--- src/core/codec_port_pkg.sv ---
// Constants, types and register map of the codec serial audio port.
// Assumes one system clock (MCLK) and a host that masters the bit and frame clocks.
//
// Behaviour
// RULE_01: format 00: DAC input 24-bit right-justified, ADC output 24-bit left-justified.
// RULE_02: format 01: DAC input 16-bit right-justified, ADC output 24-bit left-justified.
// RULE_03: format 10: DAC input and ADC output both 24-bit left-justified.
// RULE_04: format 11: DAC input and ADC output both 24-bit I2S.
// RULE_05: host gives 64 or 48 bit clocks per frame; both are accepted.
// RULE_06: serial output changes after bit clock falling edges and frame clock edges.
// RULE_07: host keeps bit and frame clocks frequency-locked to the system clock.
// RULE_08: frame drift above six bit clocks halts DAC, midscale until resync plus delay.
// RULE_09: same loss halts ADC, zero samples until resync plus ADC delay.
// RULE_10: drift under five bit clocks never resyncs nor mutes anything.
// RULE_11: de-emphasis select 00 44.1k, 01 off, 10 48k, 11 32k.
// RULE_12: factory test input held low in normal operation.
// RULE_13: host sequences mute, power-down, clock restart, power-up, unmute.
// RULE_14: with large reference capacitors host pulses power-down after settling.
// RULE_15: internal reset released 1024 system clocks after reset release.
// RULE_16: power-down fades DAC to midscale and forces serial output to zero.
// RULE_17: 128 or 192 fs system clock disables ADC, serial output held low.
// RULE_18: toggling power-down during a fade reverses the fade at once.
// RULE_19: left-justified MSB in first slot; right-justified LSB in last slot.
// RULE_20: I2S MSB one bit clock after frame edge; low frame clock is left.

package codec_port_pkg;

	localparam int SAMPLE_W = 24;

	typedef enum logic [1:0] {FMT_RJ24, FMT_RJ16, FMT_LJ24, FMT_I2S} fmt_type;
	typedef enum logic [1:0] {DEEMPH_44K1, DEEMPH_OFF, DEEMPH_48K, DEEMPH_32K} deemph_type;

	typedef struct packed {
		logic       power_down_n;
		deemph_type deemph;
		fmt_type    fmt;
	} ctrl_type;

	typedef struct packed {
		logic [SAMPLE_W-1:0] left;
		logic [SAMPLE_W-1:0] right;
	} stereo_type;

	localparam ctrl_type CTRL_RESET = '{power_down_n: 1'b1, deemph: DEEMPH_OFF, fmt: FMT_RJ24};

	// ----------------------------------------------------------------
	// register map, byte addresses
	// ----------------------------------------------------------------
	localparam logic [4:0] REG_CTRL      = 5'h00;
	localparam logic [4:0] REG_STATUS    = 5'h04;
	localparam logic [4:0] REG_DAC_LEFT  = 5'h08;
	localparam logic [4:0] REG_DAC_RIGHT = 5'h0C;
	localparam logic [4:0] REG_ADC_LEFT  = 5'h10;
	localparam logic [4:0] REG_ADC_RIGHT = 5'h14;
	localparam logic [4:0] REG_FRAME_LEN = 5'h18;

	localparam int ST_BIT_INIT_DONE = 0;
	localparam int ST_BIT_SYNC_OK   = 1;
	localparam int ST_BIT_ADC_ON    = 2;
	localparam int ST_BIT_DAC_ON    = 3;
	localparam int ST_BIT_FADE_FULL = 4;

	// ----------------------------------------------------------------
	// counts
	// ----------------------------------------------------------------
	localparam int POR_CYCLES        = 1024;
	localparam int GOOD_FRAMES       = 2;
	localparam int DAC_RESYNC_FRAMES = 16;
	localparam int ADC_RESYNC_FRAMES = 32;
	localparam int FADE_STEPS        = 8;
	localparam int ADC_MIN_PERIOD    = 224;
	localparam int LOSS_HALF_BITS    = 11;

endpackage

--- src/core/codec_serial_port.sv ---
// Serial audio port of a stereo codec with an Avalon-MM register slave.
// Bit clock, frame clock and data input are asynchronous pins sampled by MCLK.

module codec_serial_port (
	input  wire logic                             MCLK,
	input  wire logic                             RST_N,
	input  wire logic                             BIT_CLOCK,
	input  wire logic                             FRAME_CLOCK,
	input  wire logic                             DATA_IN,
	output logic                                  DATA_OUT,
	input  wire logic [4:0]                       AVS_ADDRESS,
	input  wire logic                             AVS_READ,
	input  wire logic                             AVS_WRITE,
	input  wire logic [31:0]                      AVS_WRITEDATA,
	output logic [31:0]                           AVS_READDATA,
	output logic                                  AVS_WAITREQUEST,
	output codec_port_pkg::stereo_type            DAC_SAMPLE,
	output codec_port_pkg::deemph_type            DEEMPH_MODE
);
	import codec_port_pkg::*;

	typedef enum logic [1:0] {ST_ACQUIRE, ST_SETTLE, ST_RUN} sync_state_type;

	// ----------------------------------------------------------------
	// pin synchronisers and edge detection
	// ----------------------------------------------------------------
	logic [2:0] bit_sync_reg;
	logic [2:0] frm_sync_reg;
	logic [1:0] din_sync_reg;

	always_ff @(posedge MCLK or negedge RST_N)
	begin
		if (!RST_N)
		begin
			bit_sync_reg  <= 3'h0;
			frm_sync_reg  <= 3'h0;
			din_sync_reg  <= 2'h0;
		end
		else
		begin
			bit_sync_reg  <= {bit_sync_reg[1:0], BIT_CLOCK};
			frm_sync_reg  <= {frm_sync_reg[1:0], FRAME_CLOCK};
			din_sync_reg  <= {din_sync_reg[0], DATA_IN};
		end
	end

	logic bit_rise;
	logic bit_fall;
	logic frm_edge;
	logic frame_tick;
	assign bit_rise   = bit_sync_reg[1] & ~bit_sync_reg[2];
	assign bit_fall   = ~bit_sync_reg[1] & bit_sync_reg[2];
	assign frm_edge   = frm_sync_reg[1] ^ frm_sync_reg[2];
	assign frame_tick = frm_sync_reg[1] & ~frm_sync_reg[2];

	// ----------------------------------------------------------------
	// control register and internal reset
	// ----------------------------------------------------------------
	ctrl_type   ctrl_reg;
	stereo_type adc_reg;
	logic [9:0] por_cnt_reg;
	logic       por_done_reg;

	always_ff @(posedge MCLK or negedge RST_N)
	begin
		if (!RST_N)
		begin
			por_cnt_reg  <= 10'h000;
			por_done_reg <= 1'b0;
		end
		else if (!por_done_reg)
		begin
			por_cnt_reg <= por_cnt_reg + 10'h001;
			if (por_cnt_reg == 10'(POR_CYCLES - 1))
				por_done_reg <= 1'b1; // RULE_15
		end
	end

	// ----------------------------------------------------------------
	// frame and bit period measurement
	// ----------------------------------------------------------------
	logic [11:0] cyc_cnt_reg;
	logic [11:0] period_reg;
	logic [7:0]  bit_cyc_reg;
	logic [7:0]  bit_period_reg;
	logic [6:0]  bits_cnt_reg;
	logic [6:0]  frame_bits_reg;
	logic        adc_off_reg;
	logic [11:0] period_next;
	logic [11:0] drift;
	logic        bad_frame;

	assign period_next = cyc_cnt_reg + 12'h001;
	assign drift = (period_next > period_reg) ? period_next - period_reg
		: period_reg - period_next;
	// threshold at 5.5 bit clocks: above 6 always trips, below 5 never does
	assign bad_frame = {1'b0, drift, 1'b0} > 14'(bit_period_reg) * 14'(LOSS_HALF_BITS);

	always_ff @(posedge MCLK or negedge RST_N)
	begin
		if (!RST_N)
		begin
			cyc_cnt_reg    <= 12'h000;
			period_reg     <= 12'h000;
			bit_cyc_reg    <= 8'h00;
			bit_period_reg <= 8'h00;
			bits_cnt_reg   <= 7'h00;
			frame_bits_reg <= 7'h00;
			adc_off_reg    <= 1'b0;
		end
		else
		begin
			cyc_cnt_reg <= (cyc_cnt_reg == 12'hFFF) ? cyc_cnt_reg : period_next;
			bit_cyc_reg <= (bit_cyc_reg == 8'hFF) ? bit_cyc_reg : bit_cyc_reg + 8'h01;
			if (bit_rise)
			begin
				bit_period_reg <= bit_cyc_reg + 8'h01;
				bit_cyc_reg    <= 8'h00;
				bits_cnt_reg   <= bits_cnt_reg + 7'h01; // RULE_05
			end
			if (frame_tick)
			begin
				period_reg     <= period_next;
				cyc_cnt_reg    <= 12'h000;
				frame_bits_reg <= bits_cnt_reg;
				bits_cnt_reg   <= 7'h00;
				adc_off_reg    <= period_next < 12'(ADC_MIN_PERIOD); // RULE_17
			end
		end
	end

	// ----------------------------------------------------------------
	// synchronisation tracking, judged once per frame
	// ----------------------------------------------------------------
	sync_state_type sync_state_reg;
	logic [5:0]     settle_cnt_reg;
	logic           dac_ok;
	logic           adc_ok;

	assign dac_ok = (sync_state_reg == ST_RUN) ||
		(sync_state_reg == ST_SETTLE && settle_cnt_reg >= 6'(DAC_RESYNC_FRAMES));
	assign adc_ok = (sync_state_reg == ST_RUN);

	always_ff @(posedge MCLK or negedge RST_N)
	begin
		if (!RST_N)
		begin
			sync_state_reg <= ST_ACQUIRE;
			settle_cnt_reg <= 6'h00;
		end
		else if (!por_done_reg)
		begin
			sync_state_reg <= ST_ACQUIRE;
			settle_cnt_reg <= 6'h00;
		end
		else if (frame_tick)
		begin
			settle_cnt_reg <= settle_cnt_reg + 6'h01;
			if (bad_frame)
			begin
				sync_state_reg <= ST_ACQUIRE; // RULE_08
				settle_cnt_reg <= 6'h00;      // RULE_09
			end
			else
			begin
				unique case (sync_state_reg)
					ST_ACQUIRE:
						if (settle_cnt_reg == 6'(GOOD_FRAMES - 1))
						begin
							sync_state_reg <= ST_SETTLE;
							settle_cnt_reg <= 6'h00;
						end
					ST_SETTLE:
						if (settle_cnt_reg == 6'(ADC_RESYNC_FRAMES - 1))
							sync_state_reg <= ST_RUN;
					ST_RUN:
						settle_cnt_reg <= settle_cnt_reg; // RULE_10
				endcase
			end
		end
	end

	// ----------------------------------------------------------------
	// receive path: serial input to DAC samples
	// ----------------------------------------------------------------
	logic [31:0]         rx_sh_reg;
	logic [5:0]          rx_idx_reg;
	stereo_type          rx_reg;
	logic                rx_take;
	logic                rx_was_left;
	logic [SAMPLE_W-1:0] rx_word;

	always_comb
	begin
		unique case (ctrl_reg.fmt)
			FMT_RJ24, FMT_RJ16: rx_take = 1'b1;                               // RULE_19
			FMT_LJ24:           rx_take = rx_idx_reg < 6'd24;                 // RULE_03
			FMT_I2S:            rx_take = rx_idx_reg >= 6'd1 && rx_idx_reg <= 6'd24; // RULE_04
		endcase
		unique case (ctrl_reg.fmt)
			FMT_RJ16: rx_word = {rx_sh_reg[15:0], 8'h00}; // RULE_02
			default:  rx_word = rx_sh_reg[SAMPLE_W-1:0];  // RULE_01
		endcase
	end
	// frm_sync_reg[2] is the level of the half that just ended
	assign rx_was_left = (ctrl_reg.fmt == FMT_I2S) ? ~frm_sync_reg[2] : frm_sync_reg[2]; // RULE_20

	always_ff @(posedge MCLK or negedge RST_N)
	begin
		if (!RST_N)
		begin
			rx_sh_reg  <= 32'h0000_0000;
			rx_idx_reg <= 6'h00;
			rx_reg     <= '0;
		end
		else if (frm_edge)
		begin
			rx_idx_reg <= 6'h00;
			if (rx_was_left)
				rx_reg.left <= rx_word;
			else
				rx_reg.right <= rx_word;
		end
		else if (bit_rise)
		begin
			rx_idx_reg <= (rx_idx_reg == 6'h3F) ? rx_idx_reg : rx_idx_reg + 6'h01;
			if (rx_take)
				rx_sh_reg <= {rx_sh_reg[30:0], din_sync_reg[1]};
		end
	end

	// ----------------------------------------------------------------
	// fade and DAC output, stepped once per frame
	// ----------------------------------------------------------------
	logic [3:0] fade_reg;

	function automatic logic [SAMPLE_W-1:0] faded(input logic [SAMPLE_W-1:0] s,
		input logic [3:0] g);
		logic [3:0] sh;
		sh = 4'(FADE_STEPS) - g;
		faded = (g == 4'h0) ? '0 : SAMPLE_W'($signed(s) >>> sh);
	endfunction

	always_ff @(posedge MCLK or negedge RST_N)
	begin
		if (!RST_N)
		begin
			fade_reg    <= 4'h0;
			DAC_SAMPLE  <= '0;
			DEEMPH_MODE <= DEEMPH_OFF;
		end
		else
		begin
			DEEMPH_MODE <= ctrl_reg.deemph; // RULE_11
			if (frame_tick)
			begin
				// direction follows power_down_n and dac_ok each frame, so a toggle reverses at once
				if (dac_ok && ctrl_reg.power_down_n && fade_reg != 4'(FADE_STEPS))
					fade_reg <= fade_reg + 4'h1; // RULE_18
				else if (!(dac_ok && ctrl_reg.power_down_n) && fade_reg != 4'h0)
					fade_reg <= fade_reg - 4'h1; // RULE_16
			end
			if (!dac_ok)
				DAC_SAMPLE <= '0; // RULE_08
			else if (frame_tick)
			begin
				DAC_SAMPLE.left  <= faded(rx_reg.left, fade_reg);
				DAC_SAMPLE.right <= faded(rx_reg.right, fade_reg);
			end
		end
	end

	// ----------------------------------------------------------------
	// transmit path: ADC samples to serial output
	// ----------------------------------------------------------------
	logic [SAMPLE_W-1:0] tx_sh_reg;
	logic                tx_rise_seen_reg;
	logic                tx_mute;
	logic                tx_left;
	logic [SAMPLE_W-1:0] tx_word;

	assign tx_mute = !por_done_reg || !ctrl_reg.power_down_n || !adc_ok || adc_off_reg;
	assign tx_left = (ctrl_reg.fmt == FMT_I2S) ? ~frm_sync_reg[1] : frm_sync_reg[1];
	assign tx_word = tx_mute ? '0 : (tx_left ? adc_reg.left : adc_reg.right);

	always_ff @(posedge MCLK or negedge RST_N)
	begin
		if (!RST_N)
		begin
			tx_sh_reg        <= '0;
			tx_rise_seen_reg <= 1'b0;
			DATA_OUT         <= 1'b0;
		end
		else if (frm_edge)
		begin
			tx_rise_seen_reg <= 1'b0;
			if (ctrl_reg.fmt == FMT_I2S)
			begin
				DATA_OUT  <= 1'b0;    // RULE_20
				tx_sh_reg <= tx_word;
			end
			else
			begin
				DATA_OUT  <= tx_word[SAMPLE_W-1];        // RULE_19
				tx_sh_reg <= {tx_word[SAMPLE_W-2:0], 1'b0};
			end
		end
		else
		begin
			if (bit_rise)
				tx_rise_seen_reg <= 1'b1;
			// a fall before the first rise of a half is the one that framed the edge
			if (tx_mute)
				DATA_OUT <= 1'b0; // RULE_09
			else if (bit_fall && tx_rise_seen_reg)
			begin
				DATA_OUT  <= tx_sh_reg[SAMPLE_W-1]; // RULE_06
				tx_sh_reg <= {tx_sh_reg[SAMPLE_W-2:0], 1'b0};
			end
		end
	end

	// ----------------------------------------------------------------
	// Avalon-MM slave: one wait cycle, then the answer
	// ----------------------------------------------------------------
	logic req;
	logic [31:0] status;
	assign req = (AVS_READ || AVS_WRITE) && AVS_WAITREQUEST;
	assign status = 32'({fade_reg == 4'(FADE_STEPS), dac_ok, !adc_off_reg,
		sync_state_reg != ST_ACQUIRE, por_done_reg});

	always_ff @(posedge MCLK or negedge RST_N)
	begin
		if (!RST_N)
		begin
			AVS_WAITREQUEST <= 1'b1;
			AVS_READDATA    <= 32'h0000_0000;
			ctrl_reg        <= CTRL_RESET;
			adc_reg         <= '0;
		end
		else
		begin
			AVS_WAITREQUEST <= !req;
			if (req && AVS_WRITE)
			begin
				unique case (AVS_ADDRESS)
					REG_CTRL:      ctrl_reg      <= ctrl_type'(AVS_WRITEDATA[4:0]);
					REG_ADC_LEFT:  adc_reg.left  <= AVS_WRITEDATA[SAMPLE_W-1:0];
					REG_ADC_RIGHT: adc_reg.right <= AVS_WRITEDATA[SAMPLE_W-1:0];
					default:       ;
				endcase
			end
			if (req && AVS_READ)
			begin
				unique case (AVS_ADDRESS)
					REG_CTRL:      AVS_READDATA <= 32'(ctrl_reg);
					REG_STATUS:    AVS_READDATA <= status;
					REG_DAC_LEFT:  AVS_READDATA <= 32'(rx_reg.left);
					REG_DAC_RIGHT: AVS_READDATA <= 32'(rx_reg.right);
					REG_ADC_LEFT:  AVS_READDATA <= 32'(adc_reg.left);
					REG_ADC_RIGHT: AVS_READDATA <= 32'(adc_reg.right);
					REG_FRAME_LEN: AVS_READDATA <= {13'h0000, frame_bits_reg, period_reg};
					default:       AVS_READDATA <= 32'h0000_0000;
				endcase
			end
		end
	end

	// ----------------------------------------------------------------
	// assertions
	// ----------------------------------------------------------------
	a_por_quiet: assert property (@(posedge MCLK) disable iff (!RST_N) // RULE_15
		$rose(por_done_reg) |-> $past(por_cnt_reg) == 10'(POR_CYCLES - 1) && !DATA_OUT)
		else $error("internal reset released at wrong count");
	a_pd_zero: assert property (@(posedge MCLK) disable iff (!RST_N) // RULE_16
		!ctrl_reg.power_down_n ##1 !ctrl_reg.power_down_n |-> !DATA_OUT)
		else $error("serial output not zero in power-down");
	a_adc_off: assert property (@(posedge MCLK) disable iff (!RST_N) // RULE_17
		adc_off_reg |=> !DATA_OUT)
		else $error("serial output active with ADC disabled");
	a_dout_timing: assert property (@(posedge MCLK) disable iff (!RST_N) // RULE_06
		$changed(DATA_OUT) && !$past(tx_mute) |-> $past(bit_fall) || $past(frm_edge))
		else $error("serial output changed off a clock edge");
	a_loss_halt: assert property (@(posedge MCLK) disable iff (!RST_N) // RULE_08
		frame_tick && bad_frame && por_done_reg |=> !dac_ok ##1 DAC_SAMPLE == '0)
		else $error("DAC not halted on sync loss");
	a_loss_adc: assert property (@(posedge MCLK) disable iff (!RST_N) // RULE_09
		frame_tick && bad_frame |=> tx_mute ##1 !DATA_OUT)
		else $error("ADC output not zeroed on sync loss");
	a_small_drift: assert property (@(posedge MCLK) disable iff (!RST_N) // RULE_10
		frame_tick && !bad_frame && sync_state_reg == ST_RUN && por_done_reg
		|=> sync_state_reg == ST_RUN)
		else $error("small drift left run state");
	a_i2s_delay: assert property (@(posedge MCLK) disable iff (!RST_N) // RULE_20
		frm_edge && ctrl_reg.fmt == FMT_I2S |=> !DATA_OUT)
		else $error("I2S slot zero not empty");
	a_lj_msb: assert property (@(posedge MCLK) disable iff (!RST_N) // RULE_19
		frm_edge && ctrl_reg.fmt != FMT_I2S |=> DATA_OUT == $past(tx_word[SAMPLE_W-1]))
		else $error("left-justified MSB missing after frame edge");
	a_fade_down: assert property (@(posedge MCLK) disable iff (!RST_N) // RULE_18
		frame_tick && !ctrl_reg.power_down_n && fade_reg != 4'h0
		|=> fade_reg == $past(fade_reg) - 4'h1)
		else $error("fade did not step down");

endmodule // codec_serial_port

--- config.mk ---
export PLATFORM = sky130hd
export DESIGN_NAME = codec_serial_port
export DESIGN_NICKNAME = d
export VERILOG_FILES = /design/src/core/codec_port_pkg.sv /design/src/core/codec_serial_port.sv
export SDC_FILE = /design/constraint.sdc
export NUM_CORES = 1
export LEC_CHECK = 0
export BUFFER_PORTS_ARGS = -buffer_cell sky130_fd_sc_hd__buf_2
export CAP_MARGIN = 20
export CORE_UTILIZATION = 35
export CTS_CLUSTER_SIZE = 12
export DETAILED_ROUTE_END_ITERATION = 8
export PLACE_DENSITY = 0.57
export SYNTH_ARGS = -nofsm -noshare
export SYNTH_HDL_FRONTEND = slang
export SYNTH_SLANG_ARGS = --single-unit
--- constraint.sdc ---
create_clock -name MCLK -period 7.1 [get_ports MCLK]
set_input_delay 1.775 -clock MCLK [delete_from_list [all_inputs] [get_ports MCLK]]
set_output_delay 1.775 -clock MCLK [all_outputs]
set_load 0.05 [all_outputs]
* Word-level counts from Yosys, hierarchy flattened
Index checks and enable logic that the tools add are counted.
** Storage, ports and cells
- Register bits :: 326
- Input bits :: 44
- Output and inout bits :: 84
- Word-level logic and storage cells :: 181
** Operators by class
- Add/sub/neg operators :: 11
- Multipliers :: 1
- Order comparisons :: 7
- Eq/ne operators :: 29
- Shifts and indexed selects :: 2
- Muxes and demuxes :: 46
- Bitwise logic cells :: 10
- Reductions and logical operators :: 43
** Operators with widths (number)
- $mux W24 :: 9
- $pmux W24 S7 :: 1
- $mux W48 :: 2
- $sshr A24 B4 Y24 :: 2
- $mux W6 :: 7
- $mux W12 :: 3
- $sub A12 B12 Y12 :: 2
- $reduce_and A2 Y1 :: 9
- $mux W8 :: 2
- $eq A5 B5 Y1 const B :: 3
- $mux W7 :: 2
- $gt A13 B12 Y1 :: 1
- $add A12 B1 Y12 const B :: 1
- $add A6 B1 Y6 const B :: 2
- $eq A12 B12 Y1 const B :: 1
- $gt A12 B12 Y1 :: 1
- $lt A12 B8 Y1 const B :: 1
- $mul A8 B4 Y12 const B :: 1
- $ne A2 B2 Y1 const B :: 6
- $pmux W6 S2 :: 1
- $add A10 B1 Y10 const B :: 1
- $eq A10 B10 Y1 const B :: 1
- $eq A5 B4 Y1 const B :: 2
- $mux W1 :: 10
- other kinds (40) :: 78

* Depth between registers and ports, before layout
Gate-level depths: netlist of run 1.
- Depth in word-level cells :: 8
- Mapped depth :: 26
- Depth with buffers taken out :: 24

* Least setup slack after synthesis of run 1
OpenSTA, ideal clock, no wires.
- Path type :: flip-flop to flip-flop
- Start :: register cyc_cnt_reg[2]
- End :: register settle_cnt_reg[0]
- Setup time :: 0.064 ns
- Arrival time :: 5.150 ns
- Data required time :: 7.036 ns
- Path slack :: 1.886 ns
- Stages on the path, launching flop included :: 26
- Path buffers :: 1
- Clock period less this slack :: 5.214 ns
- Path through :: dfrtp_1 -> nand3_1 -> nor2_1 -> and4_1 -> and3_1 -> xnor2_1 -> inv_1 -> ha_1 -> a211oi_2 -> nand2_1 -> or3_1 -> o311a_1 -> buf_6 -> mux2_4 -> or4_1 -> o311ai_1 -> a211oi_1 -> ha_1 -> nand4_1 -> or4_1 -> o21ai_0 -> a31oi_1 -> nor3b_1 -> mux2i_1 -> o21ai_0 -> a21o_1
** Between the ends
- Cells in the longest elaborated chain, start to end :: 7
- Elaborated cells between the ends (all ways) :: 11
- Those cells by class :: add/sub: 3; order compare: 2; eq/ne: 1; mux: 4; reduce/logical: 1
** Ends and longest elaborated chain
- start: declaration :: line codec_serial_port.sv:82 : logic [11:0] cyc_cnt_reg;
- start signal: assignment :: line codec_serial_port.sv:113 : cyc_cnt_reg <= (cyc_cnt_reg == 12'hFFF) ? cyc_cnt_reg : period_next;
- $add A12 B1 Y12 * :: line codec_serial_port.sv:93 : assign period_next = cyc_cnt_reg + 12'h001;
- net period_next[11] :: line codec_serial_port.sv:89 : logic [11:0] period_next;
- $sub A12 B12 Y12, or another cell as far along :: line codec_serial_port.sv:95 : : period_reg - period_next;
- $mux W12 * :: line codec_serial_port.sv:94 : assign drift = (period_next > period_reg) ? period_next - period_reg
- $gt A13 B12 Y1 * :: line codec_serial_port.sv:97 : assign bad_frame = {1'b0, drift, 1'b0} > 14'(bit_period_reg) * 14'(LOSS_HALF_BITS);
- $mux W6 :: line codec_serial_port.sv:159 : if (bad_frame)
- $mux W6 :: line codec_serial_port.sv:156 : else if (frame_tick)
- $mux W6 :: line codec_serial_port.sv:151 : else if (!por_done_reg)
- end signal: assignment :: line codec_serial_port.sv:158 : settle_cnt_reg <= settle_cnt_reg + 6'h01;
- end signal: assignment :: line codec_serial_port.sv:177 : settle_cnt_reg <= settle_cnt_reg;
- end: declaration :: line codec_serial_port.sv:136 : logic [5:0] settle_cnt_reg;
Mark *: on every way through the listed nets, which the timed path passes. The rest lies on a longest branch. The select of a mux whose other input is x is not followed.
A chain may end at the register's enable or synchronous reset.

* Worst setup path in the final report of run 1
- Start :: register cyc_cnt_reg[0]
- End :: register settle_cnt_reg[1]
Same word-level chain as after synthesis.

==> summary.md, run 1 <==
| Metric | Value |
|---|---|
| Final period demand of the worst path | about 6.4 ns |
| RSZ-0062 raised after global routing | false |
| Peak VDD IR | about 0.14 mV |
| Design Area, Final | slightly above 0.02 mm² |
| Reg2reg start | cyc_cnt_reg[0]$_DFFE_PN0P_ |
| Post-CTS Resized | 0 |
| Routed Antenna Nets | 0 |
| Synth top cells by count | dfrtp_1, nand2_1, o21ai_0 |
| Num rows | 82 |
| Vias after detailed routing | 13232 |
| Remaining Overflow, GRT | 0 |
| Yosys cell types | 65 |
| Cell taking the most area after synthesis | dfrtp_1 |
| Asr flop ratio synth | 100% |
| Iteration-0 DRC Markers | roughly 1100 |
| Residual DRC | 0 |
| Top cells by area, synth | dfrtp_1, mux4_2, mux2_2 |
| CP Launch Type | flop |
| Top_reg_cell synth | dfrtp_1 |
| Crit path cell chain | ha_1 > and3_1 > nand2_1 > xor2_1 > inv_1 > ha_1 > and2_1 > o22a_1 > o311a_1 > mux2_4 > or4_1 > o311ai_1 > a211oi_1 > ha_1 > nand4_1 > nor3_1 > o31ai_1 > a31oi_1 > nor3b_1 > mux2i_1 > o21ai_0 > a21o_1 |
| Crit path from | cyc_cnt_reg[0]$_DFFE_PN0P_ |
| Clk_skew | between 0.015 and 0.02 ns |
| Post-Syn Area | ~0.018 mm² |
| Core Box Area | approximately 0.05 mm² |
| Root Driver | clkbuf_16 |
| Fmax | between 150 and 200 MHz |
| Avg WL per Cell | 19.6 µm |
| Static Leak | 9.63 nW |
| Post-DP HPWL | between 30 and 40 mm |
| CTS tree | done |
| RePlAce Congestion | 0.837 |
| Count of final setup violators | 0 |
| Critical Path RT | between 7 and 8 ns |
| DIE HEIGHT | 228 µm |
| I/O Pins | 128 |
| Synthesized instance count | approximately 1700 |
| H-tree depth | 2 |
| CTS Buf Count | 38 |
| Layout cells sized above 1 | around 22% |
| Setup_tns | 0 ns |
| CTS max path bufs | 3 |
| Critical path type | flop to flop |
| Outcome | finished clean |
| Final Total Pwr | approximately 0.0054 W |
| Port-buffer cells | 111 |
| Worst-path clk slew | ~0.06 ns |
| Non-Filler Instances | 2449 |
| Most frequent cell after synthesis | dfrtp_1 |
| Routed wire length | slightly below 50 mm |
| Vias/cell | approximately 5.4 |
| Clk sinks | 318 |
| Sequential-to-total area share from yosys stat | roughly 44% |
| Vias in the first global route | roughly 13000 |
| FF+latch count, synth | around 320 |
| Hold Path Stages | 0 |
| Final hold vios | 0 |
| Yosys warns | 0 |
| Max Slew Vio Count | 0 |
| Cell mode on critical path | ha_1 |
| Syn_area_per_cell | ~11 µm² |
| Critical Path Max Stage Delay | between 0.6 and 0.7 ns |
| Die W | 228 µm |
| Fin nets | roughly 1900 |
| GRT Total Usage | 18.4% |
| Worst slew margin | between 20% and 30% |
| Placed instance count | 2379 |
| Post-CTS Setup Inserts | 0 |
| Synth top area share | 43.8% |
| Synth-to-Final Area Change | 13.7% |
| Worst Hold Launch | frm_sync_reg[0]$_DFF_PN0_ |
| Die area | about 0.052 mm² |
| Hold_buf cts | 0 |
| Post-synth EDFFs | 0 |
| Largest net degree at the start of global routing | ~140 |
| Fin crit share | between 90% and 100% |
| Initial Utilization | between 30% and 40% |
| First drt pass iteration count | 5 |
| Clk_lat worst skew | 0.56 ns |
| Max FO, Critical Path | 17 |
| Worst Tran Pin Value | 1.05 ns |
| CP max-delay cell | o311a_1 |
| R2R depth | 22 |
| Worst Hold Class | flop to flop |
| Pwr dens | roughly 270 mW/mm² |
| Critical path endpoint category | flop |
| Placement Cell Area | 0.0192 mm² |
| Inserted Diodes | 0 |
| Critical Path AT | 6.88 ns |
| Initial antenna violation count | 0 |
| Max Cap Viol | 0 |
| First-pass GRT wire length | 76.4 mm |
==> cell type report <==
type / count / area, µm²
Tap cell: 672 / 841
Clock buffer: 60 / 1150
Timing Repair Buffer: 135 / 766
Clock inverter: 9 / 81.3
Inverter: 71 / 267
Sequential cell: 318 / 7960
Multi-Input combinational cell: 1184 / 9330
Fill cell: 4877 / 30000
==> worst paths after layout <==
path,to,slack [ns]
min in group asynchronous,tx_sh_reg[17]$_DFFE_PN0P_,1.18
worst min register to register,frm_sync_reg[1]$_DFF_PN0_,0.35
worst max register to register,settle_cnt_reg[1]$_DFFE_PN0P_,0.65
worst max-delay path,settle_cnt_reg[1]$_DFFE_PN0P_,0.65
worst min-delay path,frm_sync_reg[1]$_DFF_PN0_,0.35
max in group asynchronous,bit_cyc_reg[7]$_DFFE_PN0P_,4.57
==> kinds of logic after synthesis <==
logic type               after synthesis  synth area share, %
XOR/XNOR                              60                 2.93
multiplexers                         255                 19.5
buffers and inverters                184                 4.19
flip-flops                           318                 44.4
AO/OA/AOI/OAI                        366                 13.1
other                                  1               0.0209
adder cells (fa/ha/maj)               76                 5.63
AND/OR/NAND/NOR                      419                 10.3
==> through the flow <==
stage | hold WS (ns) | utilization, % | setup WS (ns)
floorplan | 0.331 | - | 1.89
global placement | 0.334 | 38.0 | 0.843
detailed placement | 0.335 | 38.0 | 0.699
CTS | 0.347 | 40.5 | 0.665
global route | 0.355 | 40.5 | 0.178
finish | 0.346 | 40.5 | 0.652
==> worst max-delay path, delay by kind of cell (launching register included) <==
family                     cells  cell delay, ns
adders and majority gates      3            1.01
AOI/OAI and AO/OA              8            1.93
muxes                          2            1.01
and+or+nand+nor                7            1.44
xor gates and xnor gates       1            0.35
buffers and inverters          1            0.08
DFF                            1            0.49
==> layer usage <==
metal	vias up	part of all wire, %	track usage [%]
met2	309	47	29.1
met5	-	0	0
met1	6664	46	25.9
met4	0	2.6	6.23
li1	6192	-	-
met3	67	4.9	2.64
==> cell usage in the layout (no fill, tap or decap), types with 28 or more instances in the layout <==
cell	count
ha_1	66
o21ai_0	133
a21oi_1	89
nor2_1	70
nand2_1	237
mux4_2	65
mux2_2	102
mux2i_1	87
inv_1	71
buf_2	110
clkbuf_16	39
dfrtp_1	313
a22o_1	28
a32o_1	28
xnor2_1	33
==> power by group <==
group          switching, W  internal, W  total [W]  leakage (nW)
clock              0.000789      0.00116    0.00194         0.613
sequential         0.000258      0.00200    0.00226          4.25
combinational      0.000686     0.000548    0.00123          4.76
total               0.00173      0.00371    0.00544          9.63
No activity file was read; power rests on OpenSTA's default activity.
==> run 2: changes to the inputs <==
Settings changed: CORE_ASPECT_RATIO from default to 1.1, REMOVE_ABC_BUFFERS from default to 1.
==> summary.md, run 2 (synthesized netlist as in run 1, its figures left out) <==
| Metric | Value |
|---|---|
| Outcome | finished clean |
| Worst Hold Class | flop to flop |
| Critical path type | flop to flop |
| Worst reg2reg path endpoint | settle_cnt_reg[1]$_DFFE_PN0P_ |
| Die area | approximately 0.052 mm² |
| Num rows | 86 |
| Routed Antenna Nets | 0 |
| Inserted Diodes | 0 |
| Avg WL per Cell | 19.4 µm |
| Reg2reg start | cyc_cnt_reg[0]$_DFFE_PN0P_ |
| Remaining Overflow, GRT | 0 |
| Placed instance count | 2369 |
| Setup_tns | 0 ns |
| Critical path endpoint category | flop |
| First-pass GRT wire length | between 70 and 80 mm |
| RePlAce Congestion | approximately 0.82 |
| Clk_skew | about 0.013 ns |
| FF-to-FF setup slack | between 0.8 and 0.9 ns |
| Hold endpoint | frm_sync_reg[1]$_DFF_PN0_ |
| First drt pass iteration count | 7 |
| R2R depth | 22 |
| Core Util, Final | 40.3% |
| Max Slew Vio Count | 0 |
| Vias/cell | approximately 5.4 |
| RSZ-0062 raised after global routing | false |
| Fmax | approximately 160 MHz |
| WHS | 0.354 ns |
| GRT Total Usage | between 10% and 20% |
| Iteration-0 DRC Markers | approximately 1000 |
| Core Box Area | just over 0.05 mm² |
| CTS max path bufs | 3 |
| H-tree depth | 2 |
| Final period demand of the worst path | roughly 6.3 ns |
| Residual DRC | 0 |
| Worst-path clk slew | about 0.050 ns |
| Root Driver | clkbuf_16 |
| Max Cap Viol | 0 |
| Critical Path RT | between 7 and 8 ns |
| CTS Buf Count | 38 |
| Final hold vios | 0 |
| DIE HEIGHT | 240 µm |
| Max FO, Critical Path | 17 |
| Routed wire length | roughly 47 mm |
| Worst slew margin | 28.6% |
| CTS tree | done |
| Largest net degree at the start of global routing | 179 |
| Worst Tran Pin Value | 1.07 ns |
| Post-DP HPWL | 33.3 mm |
| Pwr dens | around 260 mW/mm² |
| Peak VDD IR | approximately 0.13 mV |
| Synth-to-Final Area Change | 13.2% |
| Critical Path AT | 6.75 ns |
| Worst Hold Launch | frm_sync_reg[0]$_DFF_PN0_ |
| Fin crit share | 88.4% |
| Crit path from | cyc_cnt_reg[0]$_DFFE_PN0P_ |
| Hold Path Stages | 0 |
| Most common cell after layout, fill and taps aside | dfrtp_1 |
| Port-buffer cells | 111 |
| Clk_lat worst skew | 0.55 ns |
| Static Leak | 9.56 nW |
| Fin nets | roughly 1900 |
| Layout cells sized above 1 | 21.4% |
| Most frequent cells in the layout | dfrtp_1, nand2_1, o21ai_0 |
| Non-Filler Instances | 2434 |
| Clk sinks | between 300 and 400 |
| Initial Utilization | 35.6% |
| I/O Pins | about 130 |
| Die W | 218 µm |
| Vias after detailed routing | 13248 |
| Count of final setup violators | 0 |
| CP Launch Type | flop |
| Vias in the first global route | 13219 |
| Initial antenna violation count | 0 |
[run 2: cell types whose count changed in the layout (fill, tap and decap cells not counted), moves of 2 or more]
cell	delta
clkbuf_8	-7
clkinvlp_4	+5
clkbuf_1	+2
clkinv_2	-2
inv_6	-2
[run 2: cell type report]
| type | instances | area [µm²] |
|---|---|---|
| Timing Repair Buffer | 137 | 788 |
| Tap cell | 660 | 826 |
| Fill cell | 4884 | 30000 |
| Multi-Input combinational cell | 1184 | 9340 |
| Sequential cell | 318 | 7960 |
| Clock buffer | 55 | 1070 |
| Clock inverter | 9 | 61.3 |
| Inverter | 71 | 267 |
[run 2: metrics by stage]
stage | setup slack, ns | total power (W) | area, µm²
2_1_floorplan | 0.990 | 0.00310 | 17500
3_3_place_gp | 0.818 | 0.00348 | 19100
3_5_place_dp | 0.618 | 0.00351 | 19200
4_1_cts | 0.589 | 0.00534 | 20300
5_1_grt | 0.267 | 0.00561 | 20300
6_report | 0.822 | 0.00529 | 20300
[run 2: critical path: stages, from the launching register on]
cell,delay [ns]
dfrtp_1,0.50
ha_1,0.29
and3_1,0.24
nand2_1,0.08
xor2_1,0.38
inv_1,0.09
ha_1,0.42
and2_1,0.24
o22a_1,0.16
o311a_1,0.69
mux2_4,0.38
or4_1,0.47
o311ai_1,0.10
a211oi_1,0.09
ha_1,0.32
nand4_1,0.12
or4_1,0.51
o21ai_0,0.09
a31oi_1,0.10
nor3b_1,0.26
mux2i_2,0.21
o21ai_0,0.28
a21o_1,0.16
[run 2: routing by layer]
metal | global-route usage, % | part of all wire [%]
met2 | 29.7 | 48
met1 | 25.1 | 45
met3 | 3.00 | 5.0
met5 | 0 | 0
met4 | 5.17 | 2.3
[run 2: power by group]
part | switching (W) | internal [W] | leakage, nW | total [W]
registers | 0.000248 | 0.00201 | 4.25 | 0.00225
clock network | 0.000766 | 0.00104 | 0.535 | 0.00181
logic | 0.000680 | 0.000549 | 4.77 | 0.00123
[run 2: how the worst max path moves through the flow]
stage / end / slack (ns) / depth (start not counted)
6_report: settle_cnt_reg[1]$_DFFE_PN0P_ / 0.82 / 22
5_1_grt: settle_cnt_reg[1]$_DFFE_PN0P_ / 0.27 / 22
4_1_cts: settle_cnt_reg[0]$_DFFE_PN0P_ / 0.59 / 22
3_5_place_dp: settle_cnt_reg[0]$_DFFE_PN0P_ / 0.62 / 22
3_3_place_gp: settle_cnt_reg[0]$_DFFE_PN0P_ / 0.82 / 22
2_1_floorplan: DAC_SAMPLE[14]$_DFFE_PN0P_ / 0.99 / 7
[run 2: what timing repair did]
action,CTS,global route
hold buffers,0,0
buffers inserted,0,0
gates resized for setup,0,1
endpoints found under the setup margin,0,1
